### config.mk
export PLATFORM = sky130hd
export DESIGN_NAME = ipc_controller
export DESIGN_NICKNAME = d
export VERILOG_FILES = /design/src/pkg/ipc_pkg.sv /design/src/hdl/ipc_flag_bank.sv /design/src/hdl/ipc_arbiter.sv /design/src/hdl/ipc_controller.sv
export VERILOG_INCLUDE_DIRS = /design/src /design/src/pkg
export SDC_FILE = /design/constraint.sdc
export NUM_CORES = 1
export LEC_CHECK = 0
export ABC_AREA = 1
export BUFFER_PORTS_ARGS = -buffer_cell sky130_fd_sc_hd__buf_2
export CORE_MARGIN = 5
export CORE_UTILIZATION = 46
export CTS_BUF_LIST = sky130_fd_sc_hd__clkbuf_8 sky130_fd_sc_hd__clkbuf_16
export CTS_CLUSTER_SIZE = 12
export DETAILED_ROUTE_END_ITERATION = 10
export GPL_TIMING_DRIVEN = 1
export PLACE_DENSITY = 0.76
export SYNTH_ARGS = -nofsm -noshare
export SYNTH_HDL_FRONTEND = slang
export SYNTH_SLANG_ARGS = --single-unit
### constraint.sdc
create_clock -name CLK -period 15 [get_ports CLK]
set_input_delay 0 -clock CLK [delete_from_list [all_inputs] [get_ports CLK]]
set_output_delay 0 -clock CLK [all_outputs]
set_load 0.02 [all_outputs]
### src/pkg/ipc_params.svh
/*
 * Constants for the interrupt priority controller: field positions, widths,
 * reset values and vector numbering.
 * Assumes inclusion by bare name from the package and the design files.
 */
`ifndef IPC_PARAMS_SVH
`define IPC_PARAMS_SVH

`define IPC_NUM_SOURCES 16
`define IPC_PRIO_W 3
`define IPC_VEC_W 8
`define IPC_LEVEL_W 4
`define IPC_FIRST_VECTOR 8'h08
`define IPC_TRAP_LEVEL 4'h8
`define IPC_SR_LEVEL_LSB 5
`define IPC_SR_LEVEL_MSB 7
`define IPC_SR_W 8
`define IPC_EXT_W 5
`define IPC_TRAPS_ONE_W 5
`define IPC_CTL_ONE_RESET 6'h00
`define IPC_CTL_TWO_RESET 7'h00
`define IPC_ALT_TABLE_OFFSET 8'h00

`endif

### src/pkg/ipc_pkg.sv
/*
 * Types shared by the interrupt priority controller files.
 * Assumes the constants header sits beside it on the include path.
 */
`include "ipc_params.svh"

package ipc_pkg;
    typedef logic [`IPC_PRIO_W-1:0] ipc_prio_type;
    typedef logic [`IPC_LEVEL_W-1:0] ipc_level_type;
    typedef logic [`IPC_VEC_W-1:0] ipc_vec_type;
    typedef enum logic [1:0] {
        IPC_IDLE,
        IPC_PRESENT,
        IPC_HOLD
    } ipc_state_type;
endpackage

### src/hdl/ipc_flag_bank.sv
/*
 * Per-source request flags: hardware set, software clear, set wins.
 * Assumes request pulses and clear strobes synchronous to CLK.
 */
`timescale 1ns/1ps
`include "ipc_params.svh"

module ipc_flag_bank #(
    parameter int N = `IPC_NUM_SOURCES
) (
    input wire logic clk,              // system clock
    input wire logic rst,              // synchronous reset
    input wire logic ce,               // clock enable
    input wire logic [N-1:0] req,      // source request pulses
    input wire logic [N-1:0] clr,      // software clear strobes
    input wire logic [N-1:0] wr_set,   // software set strobes
    output logic [N-1:0] flag          // request flags
);
    genvar g;
    generate
        for (g = 0; g < N; g++) begin : g_flag
            wire next_flag = req[g] | wr_set[g] | (flag[g] & ~clr[g]);
            always_ff @(posedge clk) begin
                if (rst)
                    flag[g] <= 1'b0;
                else if (ce)
                    flag[g] <= next_flag;
            end
        end
    endgenerate

    a_set_beats_clear: assert property (@(posedge clk) disable iff (rst)
        (ce && |(req & clr)) |=> ((flag & $past(req & clr)) == $past(req & clr)))
        else $error("request lost against clear");
endmodule

### src/hdl/ipc_arbiter.sv
/*
 * Combinational pick of the highest priority eligible source.
 * Lowest index wins between equal priorities (natural order).
 */
`timescale 1ns/1ps
`include "ipc_params.svh"

module ipc_arbiter
    import ipc_pkg::*;
#(
    parameter int N = `IPC_NUM_SOURCES
) (
    input wire logic [N-1:0] eligible,                 // flag, enable and gates met
    input wire logic [N*`IPC_PRIO_W-1:0] prio,         // packed priorities
    output logic found,                                // some source eligible
    output logic [$clog2(N)-1:0] win_idx,              // winning index
    output ipc_prio_type win_prio                      // winner priority
);
    always_comb begin
        found = 1'b0;
        win_idx = '0;
        win_prio = '0;
        for (int i = N - 1; i >= 0; i--) begin
            if (eligible[i] && (!found || prio[i*`IPC_PRIO_W +: `IPC_PRIO_W] >= win_prio)) begin
                found = 1'b1;
                win_idx = i[$clog2(N)-1:0];
                win_prio = prio[i*`IPC_PRIO_W +: `IPC_PRIO_W];
            end
        end
    end
endmodule

### src/hdl/ipc_controller.sv
/*
 * Interrupt priority controller top: flags, enables, priorities, global
 * controls, trap status and the latched taken vector and level.
 * Assumes the core pulses TAKE_ACK when it vectors to IRQ_VECTOR and drives
 * software writes as one-cycle strobes; all inputs synchronous to CLK.
 */
// Overview of operation
// - each source flag set by hardware, cleared by software
// - each source has its own enable bit
// - three bit priority per source, seven levels
// - latch taken vector and new level on take
// - new level equals priority of serviced interrupt
// - bits allocated in vector order, source zero is vector 8
// - global enable gates all user requests
// - alternate vector table select bit
// - external request input behaviour controls
// - nesting disable plus trap flags in control one
// - control three holds auxiliary clock and loop-stack trap flags
// - control four holds software hard trap flag
// - status bits 7:5 give current level, software writable
// - fourth level bit read only, traps never masked
`timescale 1ns/1ps
`include "ipc_params.svh"

module ipc_controller
    import ipc_pkg::*;
#(
    parameter int N = `IPC_NUM_SOURCES,
    parameter int EXT_N = `IPC_EXT_W
) (
    input wire logic CLK,                                  // system clock
    input wire logic SYS_RST,                              // synchronous reset
    input wire logic CE,                                   // clock enable
    input wire logic [N-1:0] SRC_REQ,                      // source request pulses
    input wire logic [N-1:0] FLAG_CLR,                     // software flag clear
    input wire logic [N-1:0] FLAG_SET,                     // software flag set
    input wire logic ENABLE_WR,                            // enable write strobe
    input wire logic [N-1:0] ENABLE_DATA,                  // enable write data
    input wire logic PRIO_WR,                              // priority write strobe
    input wire logic [N*`IPC_PRIO_W-1:0] PRIO_DATA,        // priority write data
    input wire logic CTL_ONE_WR,                           // control one write
    input wire logic NESTING_DISABLE_IN,                   // nesting disable data
    input wire logic CTL_TWO_WR,                           // control two write
    input wire logic GLOBAL_ENABLE_IN,                     // global enable data
    input wire logic ALT_TABLE_IN,                         // alternate table data
    input wire logic [EXT_N-1:0] EXT_EDGE_IN,              // external edge polarity
    input wire logic [EXT_N-1:0] EXT_PIN,                  // external request pins
    input wire logic [`IPC_TRAPS_ONE_W-1:0] TRAP_EVENT,    // core trap pulses
    input wire logic [`IPC_TRAPS_ONE_W-1:0] TRAP_CLR,      // trap flag clears
    input wire logic AUX_PLL_TRAP,                         // auxiliary clock trap
    input wire logic LOOP_STACK_TRAP,                      // loop stack overflow
    input wire logic [1:0] CTL_THREE_CLR,                  // control three clears
    input wire logic SOFT_HARD_TRAP,                       // software hard trap
    input wire logic SOFT_HARD_TRAP_CLR,                   // clear it
    input wire logic SR_WR,                                // status level write
    input wire logic [`IPC_SR_W-1:0] SR_DATA,              // status write data
    input wire logic TAKE_ACK,                             // core takes interrupt
    input wire logic RETURN_LEVEL_WR,                      // core restores level
    input wire logic [`IPC_LEVEL_W-1:0] RETURN_LEVEL,      // restored level
    output logic [N-1:0] FLAGS,                            // request flags
    output logic [N-1:0] ENABLES,                          // enable bits
    output logic [N*`IPC_PRIO_W-1:0] PRIORITIES,           // priority fields
    output logic NESTING_DISABLE,                          // nesting disabled
    output logic GLOBAL_ENABLE,                            // global enable
    output logic ALT_TABLE,                                // alternate table
    output logic [EXT_N-1:0] EXT_EDGE,                     // edge polarity
    output logic [`IPC_TRAPS_ONE_W-1:0] TRAP_FLAGS,        // control one traps
    output logic [1:0] CTL_THREE_FLAGS,                    // aux pll, loop stack
    output logic SOFT_TRAP_FLAG,                           // control four flag
    output logic [`IPC_SR_W-1:0] CPU_STATUS,               // status register
    output logic CPU_LEVEL_TOP,                            // read only level bit
    output logic IRQ_VALID,                                // request to core
    output logic [`IPC_VEC_W-1:0] IRQ_VECTOR,              // vector offered
    output logic [`IPC_VEC_W-1:0] TAKEN_VECTOR,            // latched vector
    output logic [`IPC_LEVEL_W-1:0] TAKEN_LEVEL            // latched new level
);
    localparam int IW = $clog2(N);

    logic [N-1:0] flag;
    logic [EXT_N-1:0] ext_prev;
    logic [N-1:0] ext_req;
    logic [N-1:0] eligible;
    logic found;
    logic [IW-1:0] win_idx;
    ipc_prio_type win_prio;
    ipc_level_type cur_level;
    ipc_level_type win_level;
    ipc_state_type state;
    ipc_state_type next_state;
    logic [`IPC_VEC_W-1:0] win_vector;
    ipc_level_type take_level;

    // level of the vector on offer, reused by the latch and the status update
    assign take_level = level_of(IRQ_VECTOR);

    // external pins edge detect; polarity per pin from control two
    wire [EXT_N-1:0] ext_edge_hit =
        (EXT_PIN & ~ext_prev & ~EXT_EDGE) | (~EXT_PIN & ext_prev & EXT_EDGE);

    // external requests occupy the lowest source slots in vector order
    assign ext_req = SRC_REQ | {{(N-EXT_N){1'b0}}, ext_edge_hit};

    ipc_flag_bank #(.N(N)) u_flags (
        .clk(CLK),
        .rst(SYS_RST),
        .ce(CE),
        .req(ext_req),
        .clr(FLAG_CLR),
        .wr_set(FLAG_SET),
        .flag(flag)
    );

    assign cur_level = {CPU_LEVEL_TOP, CPU_STATUS[`IPC_SR_LEVEL_MSB:`IPC_SR_LEVEL_LSB]};

    genvar g;
    generate
        for (g = 0; g < N; g++) begin : g_elig
            // nesting disabled: anything in service blocks further requests
            assign eligible[g] = flag[g] & ENABLES[g] & GLOBAL_ENABLE
                & ({1'b0, PRIORITIES[g*`IPC_PRIO_W +: `IPC_PRIO_W]} > cur_level)
                & !(NESTING_DISABLE && cur_level != 4'h0);
        end
    endgenerate

    ipc_arbiter #(.N(N)) u_arb (
        .eligible(eligible),
        .prio(PRIORITIES),
        .found(found),
        .win_idx(win_idx),
        .win_prio(win_prio)
    );

    assign win_level = {1'b0, win_prio};
    // alternate table adds IPC_ALT_TABLE_OFFSET, which is zero, so vectors stay put
    assign win_vector = `IPC_FIRST_VECTOR + {{(`IPC_VEC_W-IW){1'b0}}, win_idx}
        + (ALT_TABLE ? `IPC_ALT_TABLE_OFFSET : 8'h00);

    always_comb begin
        next_state = state;
        case (state)
            IPC_IDLE: if (found) next_state = IPC_PRESENT;
            IPC_PRESENT: next_state = TAKE_ACK ? IPC_HOLD : (found ? IPC_PRESENT : IPC_IDLE);
            IPC_HOLD: next_state = IPC_IDLE;
            default: next_state = IPC_IDLE;
        endcase
    end

    always_ff @(posedge CLK) begin
        if (SYS_RST) begin
            state <= IPC_IDLE;
            IRQ_VALID <= 1'b0;
            IRQ_VECTOR <= 8'h00;
            ext_prev <= '0;
        end else if (CE) begin
            state <= next_state;
            // offer only while presenting, so the hold cycle never shows a request
            IRQ_VALID <= (next_state == IPC_PRESENT);
            IRQ_VECTOR <= win_vector;
            ext_prev <= EXT_PIN;
        end
    end

    // taken vector and level latch on acceptance
    always_ff @(posedge CLK) begin
        if (SYS_RST) begin
            TAKEN_VECTOR <= 8'h00;
            TAKEN_LEVEL <= 4'h0;
        end else if (CE && state == IPC_PRESENT && TAKE_ACK) begin
            TAKEN_VECTOR <= IRQ_VECTOR;
            TAKEN_LEVEL <= take_level;
        end
    end

    // priority of the offered vector; function avoids duplicating the decode
    function automatic ipc_level_type level_of(input logic [`IPC_VEC_W-1:0] v);
        logic [`IPC_VEC_W-1:0] rel;
        rel = v - `IPC_FIRST_VECTOR - (ALT_TABLE ? `IPC_ALT_TABLE_OFFSET : 8'h00);
        level_of = {1'b0, PRIORITIES[rel[IW-1:0]*`IPC_PRIO_W +: `IPC_PRIO_W]};
    endfunction

    // control and enable registers
    always_ff @(posedge CLK) begin
        if (SYS_RST) begin
            ENABLES <= '0;
            PRIORITIES <= '0;
            {NESTING_DISABLE, GLOBAL_ENABLE, ALT_TABLE} <= 3'h0;
            EXT_EDGE <= '0;
        end else if (CE) begin
            if (ENABLE_WR)
                ENABLES <= ENABLE_DATA;
            if (PRIO_WR)
                PRIORITIES <= PRIO_DATA;
            if (CTL_ONE_WR)
                NESTING_DISABLE <= NESTING_DISABLE_IN;
            if (CTL_TWO_WR) begin
                GLOBAL_ENABLE <= GLOBAL_ENABLE_IN;
                ALT_TABLE <= ALT_TABLE_IN;
                EXT_EDGE <= EXT_EDGE_IN;
            end
        end
    end

    // trap status: events win over clears
    always_ff @(posedge CLK) begin
        if (SYS_RST) begin
            TRAP_FLAGS <= '0;
            CTL_THREE_FLAGS <= 2'h0;
            SOFT_TRAP_FLAG <= 1'b0;
        end else if (CE) begin
            TRAP_FLAGS <= TRAP_EVENT | (TRAP_FLAGS & ~TRAP_CLR);
            CTL_THREE_FLAGS <= {AUX_PLL_TRAP, LOOP_STACK_TRAP}
                | (CTL_THREE_FLAGS & ~CTL_THREE_CLR);
            SOFT_TRAP_FLAG <= SOFT_HARD_TRAP | (SOFT_TRAP_FLAG & ~SOFT_HARD_TRAP_CLR);
        end
    end

    // current level: core sets it on take or return, software only low bits
    always_ff @(posedge CLK) begin
        if (SYS_RST) begin
            CPU_STATUS <= 8'h00;
            CPU_LEVEL_TOP <= 1'b0;
        end else if (CE) begin
            if (state == IPC_PRESENT && TAKE_ACK) begin
                CPU_STATUS[`IPC_SR_LEVEL_MSB:`IPC_SR_LEVEL_LSB] <= take_level[2:0];
            end else if (RETURN_LEVEL_WR) begin
                CPU_STATUS[`IPC_SR_LEVEL_MSB:`IPC_SR_LEVEL_LSB] <= RETURN_LEVEL[2:0];
                CPU_LEVEL_TOP <= RETURN_LEVEL[3];
            end else if (SR_WR) begin
                CPU_STATUS <= SR_DATA;
            end
        end
    end

    assign FLAGS = flag;

    a_latch_on_take: assert property (@(posedge CLK) disable iff (SYS_RST)
        (CE && state == IPC_PRESENT && TAKE_ACK) |=> TAKEN_VECTOR == $past(IRQ_VECTOR))
        else $error("taken vector not latched");
    a_level_matches: assert property (@(posedge CLK) disable iff (SYS_RST)
        (CE && state == IPC_PRESENT && TAKE_ACK) |=>
        TAKEN_LEVEL[2:0] == CPU_STATUS[`IPC_SR_LEVEL_MSB:`IPC_SR_LEVEL_LSB])
        else $error("new level differs from serviced priority");
    a_gated_global: assert property (@(posedge CLK) disable iff (SYS_RST)
        (CE && !GLOBAL_ENABLE) |=> !IRQ_VALID)
        else $error("request offered while globally disabled");
    a_above_level: assert property (@(posedge CLK) disable iff (SYS_RST)
        (CE && found) |-> {1'b0, win_prio} > cur_level)
        else $error("winner not above current level");
    a_top_read_only: assert property (@(posedge CLK) disable iff (SYS_RST)
        (CE && SR_WR && !RETURN_LEVEL_WR) |=> $stable(CPU_LEVEL_TOP))
        else $error("software changed read only level bit");
    a_status_write: assert property (@(posedge CLK) disable iff (SYS_RST)
        (CE && SR_WR && !RETURN_LEVEL_WR && !(state == IPC_PRESENT && TAKE_ACK))
        |=> CPU_STATUS == $past(SR_DATA))
        else $error("status level write lost");
    a_enable_blocks: assert property (@(posedge CLK) disable iff (SYS_RST)
        found |-> ENABLES[win_idx])
        else $error("disabled source won");
    a_trap_sticky: assert property (@(posedge CLK) disable iff (SYS_RST)
        (CE && AUX_PLL_TRAP) |=> CTL_THREE_FLAGS[1])
        else $error("aux clock trap not recorded");
    a_soft_trap: assert property (@(posedge CLK) disable iff (SYS_RST)
        (CE && SOFT_HARD_TRAP) |=> SOFT_TRAP_FLAG)
        else $error("software trap not recorded");
endmodule

==> metrics list <==
* Outcome: finished with violations
- The final reports fail on setup timing.
- DRC violation total after the first TritonRoute iteration: 715
- Count of boundary I/O pins: 289
* Power per unit of standard cell area: 80.5 nW/µm²
- Summing all non-filler instances in the final layout gives an area of 13200 µm².
- Pin count of the biggest net entering global routing: 83
* Net total in the final layout: 1941
- Dividing the detail-routed via count by the number of cells gives 5.50.
- The die covers 21100 µm².
* Setup repair after global routing missed its margin: yes
* Ratio of cells with drive above 1 in the final layout: 0.357
* Summed instance area of the synthesized netlist: 8400 µm²
- Setup_tns: -0.539 ns
* Post-synthesis instance total: 1191
* Via count: 10634
- Count of distinct cell types in the synthesized netlist: 49
- Averaged over all synthesized cells, the footprint is 7.05 µm².
- Instance area at placement: 10600 µm²
- In this run the standard cell core region covers 18000 µm².
* Number of antenna violations at the first check in global routing: 1
- Global routing usage summed across all routing layers: 0.309
- The number of hold violations in the final report was 0.
* Standby leakage power: 6.49 nW
- Min Tclk post-route: 15.23 ns
- Remaining antenna violation count: 0
- # setup viols final: 5
* Data arrival, critical path: 15.51 ns
- Combined area of the multi-input logic cells: 5720 µm²
- Global routing usage on met3: 0.0720
- Top_reg_cell synth: sky130_fd_sc_hd__dfxtp_1
* Length of the first detailed-routing pass in iterations: 6
- Fin worst setup slack: -0.233 ns
- Maximum ir drop on the vdd rail: 0.0728 mV
- Clock skew on the completed layout was measured at 0.00852 ns.
- Portion of the clock cycle consumed by the worst path in the final layout: 1.02
- Most common library cell in the layout ignoring fill and taps: sky130_fd_sc_hd__buf_2
- Number of rows in the core area: 49
* Number of clock sinks: 126
* Most frequent CP cell: sky130_fd_sc_hd__nand2_2
- After detailed routing, the number of remaining DRC violations is 0.
* Global-route wire length before repair: 54000 µm
- YS warnings: 0
- Number of H-tree levels: 4
- Excluding fillers, the count of instances in the completed layout stands at 1935.
* TritonCTS clock tree: built
- The filler cells instantiated in the layout total 1274.
- The slowest stage of the critical path is the sky130_fd_sc_hd__dfxtp_4 cell.
- In this run, CTS created clock tree buffers numbering 17.
* Number of instances in the placed design: 1741
* M1 GR Usage: 0.357
- Setup WS pre-CTS: -0.801 ns
- No sink is reached through more buffers than the 2 on the longest clock path.
- The critical path is of the register to register type.
- Vertical extent of the die: 145 µm
- Required time at the endpoint of the critical path: 15.27 ns
* Proportion of register bits with asynchronous set or reset after synthesis: 0
* Clk root buf: sky130_fd_sc_hd__clkbuf_16
- Headroom to the max-slew limit: 0.224
- Estimated wirelength of the detail-placed design: 22500 µm
* Slew of the pin with the lowest slew margin: 1.13 ns
- After clock tree synthesis, the clock-pin slew on the worst setup and hold paths is 0.06 ns.
- WL final: 35500 µm
- The floorplan step set the die width to 145 µm.
* Reported max-cap violation count: 0
- Detail-routed net length per standard cell: 18.4 µm
- Final max-slew violation count: 0
- Clock latency on the worst-skew pair: 0.43 ns
* Maximum fanout encountered on the critical timing path: 7
* CP Buf/Inv Count: 18
- Leading cell types in the layout, fill and taps excluded: 281 x sky130_fd_sc_hd__buf_2, 174 x sky130_fd_sc_hd__nand2_1, 134 x sky130_fd_sc_hd__dlygate4sd3_1, 133 x sky130_fd_sc_hd__o21ai_0
- Relative to the synthesized area, the layout overhead comes to 57.8%.
- For met2 alone, demand over resource in global routing was 0.543.
* Starting density of the core: 0.467
- Achievable frequency: 65.6 MHz
- Among cell families on the critical path, the largest total delay comes from simple AND/OR/NAND/NOR gates.
- The sequential cells in the finished layout cover a total of 2540 µm².
- The tightest min-delay check is of the input port to register type.
- Largest stage delay on the critical path: 0.35 ns
- Once layout is complete, the utilization of the core stands at 0.737.
- Routability Congestion: 0.932
- Sequential element share of the synthesized area: 0.300
- During placement, the flow inserted port buffers numbering 281.
* Number of global-route vias before repair: 10557
* Most utilized layer in the global route result: met2
* Global route total overflow: 0
- Post-synthesis register bit count: 126
- Startpoint Class: register
* Number of flops mapped to enable cells by yosys: 0
- The worst setup path is captured at a register.
[sequential cells by signal (all words and copies together), names as in the netlist]
signal,flops
ALT_TABLE,1
CPU_LEVEL_TOP,1
CPU_STATUS,8
CTL_THREE_FLAGS,2
ENABLES,16
EXT_EDGE,5
GLOBAL_ENABLE,1
IRQ_VALID,1
IRQ_VECTOR,5
NESTING_DISABLE,1
PRIORITIES,48
SOFT_TRAP_FLAG,1
TAKEN_LEVEL,3
TAKEN_VECTOR,5
TRAP_FLAGS,5
ext_prev,5
state,2
u_flags.flag,16
[what timing repair did]
| item | in CTS | in global routing |
|---|---|---|
| endpoints found under the setup margin | 5 | 5 |
| gates resized for setup | 70 | 80 |
| pin swaps | 66 | 101 |
| setup buffers | 14 | 12 |
| hold endpoints to repair | 108 | 0 |
| hold buffers | 134 | 0 |
[cell families (layout without fill, tap and decap cells)]
kind of cell,count (synthesis),in the layout,synth area share
AOI/OAI and AO/OA,351,351,0.231
adders and majority gates,86,86,0.128
buffers and inverters,184,692,0.0890
DFF,126,126,0.300
muxes,2,2,0.00238
other,1,8,0.000447
and+or+nand+nor,441,441,0.249
[worst min-delay path: stages]
cell and delay (ns):
sky130_fd_sc_hd__buf_2 0.09, sky130_fd_sc_hd__o21ai_0 0.12, sky130_fd_sc_hd__a21oi_1 0.17
[worst paths after layout]
| kind | from | endpoint | slack (ns) | depth (start not counted) |
|---|---|---|---|---|
| min | PRIO_DATA[46] | PRIORITIES[46]$_SDFFE_PP0P_ | 0.005 | 3 |
| max reg2reg | CPU_STATUS[6]$_SDFFE_PP0P_ | IRQ_VECTOR[3]$_SDFFE_PP0P_ | -0.23 | 133 |
| min reg2reg | CPU_STATUS[1]$_SDFFE_PP0P_ | CPU_STATUS[1]$_SDFFE_PP0P_ | 0.45 | 2 |
| max | CPU_STATUS[6]$_SDFFE_PP0P_ | IRQ_VECTOR[3]$_SDFFE_PP0P_ | -0.23 | 133 |
[synth_stat cells (5+ instances only)]
master | instances | area [µm²]
sky130_fd_sc_hd__o21bai_1 | 8 | 60.1
sky130_fd_sc_hd__nand3_1 | 44 | 220
sky130_fd_sc_hd__nand3_2 | 17 | 170
sky130_fd_sc_hd__a31oi_1 | 8 | 50.1
sky130_fd_sc_hd__a21oi_1 | 127 | 636
sky130_fd_sc_hd__o211ai_1 | 5 | 37.5
sky130_fd_sc_hd__buf_4 | 8 | 60.1
sky130_fd_sc_hd__o21ai_1 | 6 | 30.0
sky130_fd_sc_hd__dfxtp_1 | 126 | 2520
sky130_fd_sc_hd__nor2_1 | 111 | 417
sky130_fd_sc_hd__nand2_1 | 204 | 766
sky130_fd_sc_hd__nand2_2 | 26 | 163
sky130_fd_sc_hd__inv_1 | 130 | 488
sky130_fd_sc_hd__ha_1 | 86 | 1080
sky130_fd_sc_hd__o21ai_0 | 164 | 821
sky130_fd_sc_hd__nand2_4 | 15 | 169
sky130_fd_sc_hd__clkbuf_1 | 37 | 139
[where the power goes]
| part | switching, W | total, W | internal, W | leakage [nW] |
|---|---|---|---|---|
| logic | 0.000150 | 0.000263 | 0.000113 | 5.16 |
| clock network | 0.000186 | 0.000422 | 0.000237 | 0.289 |
| registers | 0.0000254 | 0.000381 | 0.000355 | 1.04 |
[layout make-up]
cell class	count	share of cell area
Timing Repair Buffer	525	0.272
Clock inverter	15	0.0123
Antenna cell	1	0.000189
Multi-Input combinational cell	887	0.432
Sequential cell	126	0.191
Inverter	135	0.0388
Tap cell	229	0.0216
Clock buffer	17	0.0321
[routing by layer]
layer	vias to the layer above	routed length [µm]
li1	5008	-
met1	4868	13300
met5	-	0
met2	623	17400
met4	0	1600
met3	135	3270
[through the flow]
stage / hold slack, ns / power, W
finish: 0.00502 / 0.00107
global route: 0.0152 / 0.00111
CTS: 0.0135 / 0.00105
detailed placement: 0.257 / 0.000593
global placement: 0.249 / 0.000587
floorplan: 0.149 / 0.000511
No activity file was read; power rests on OpenSTA's default activity.
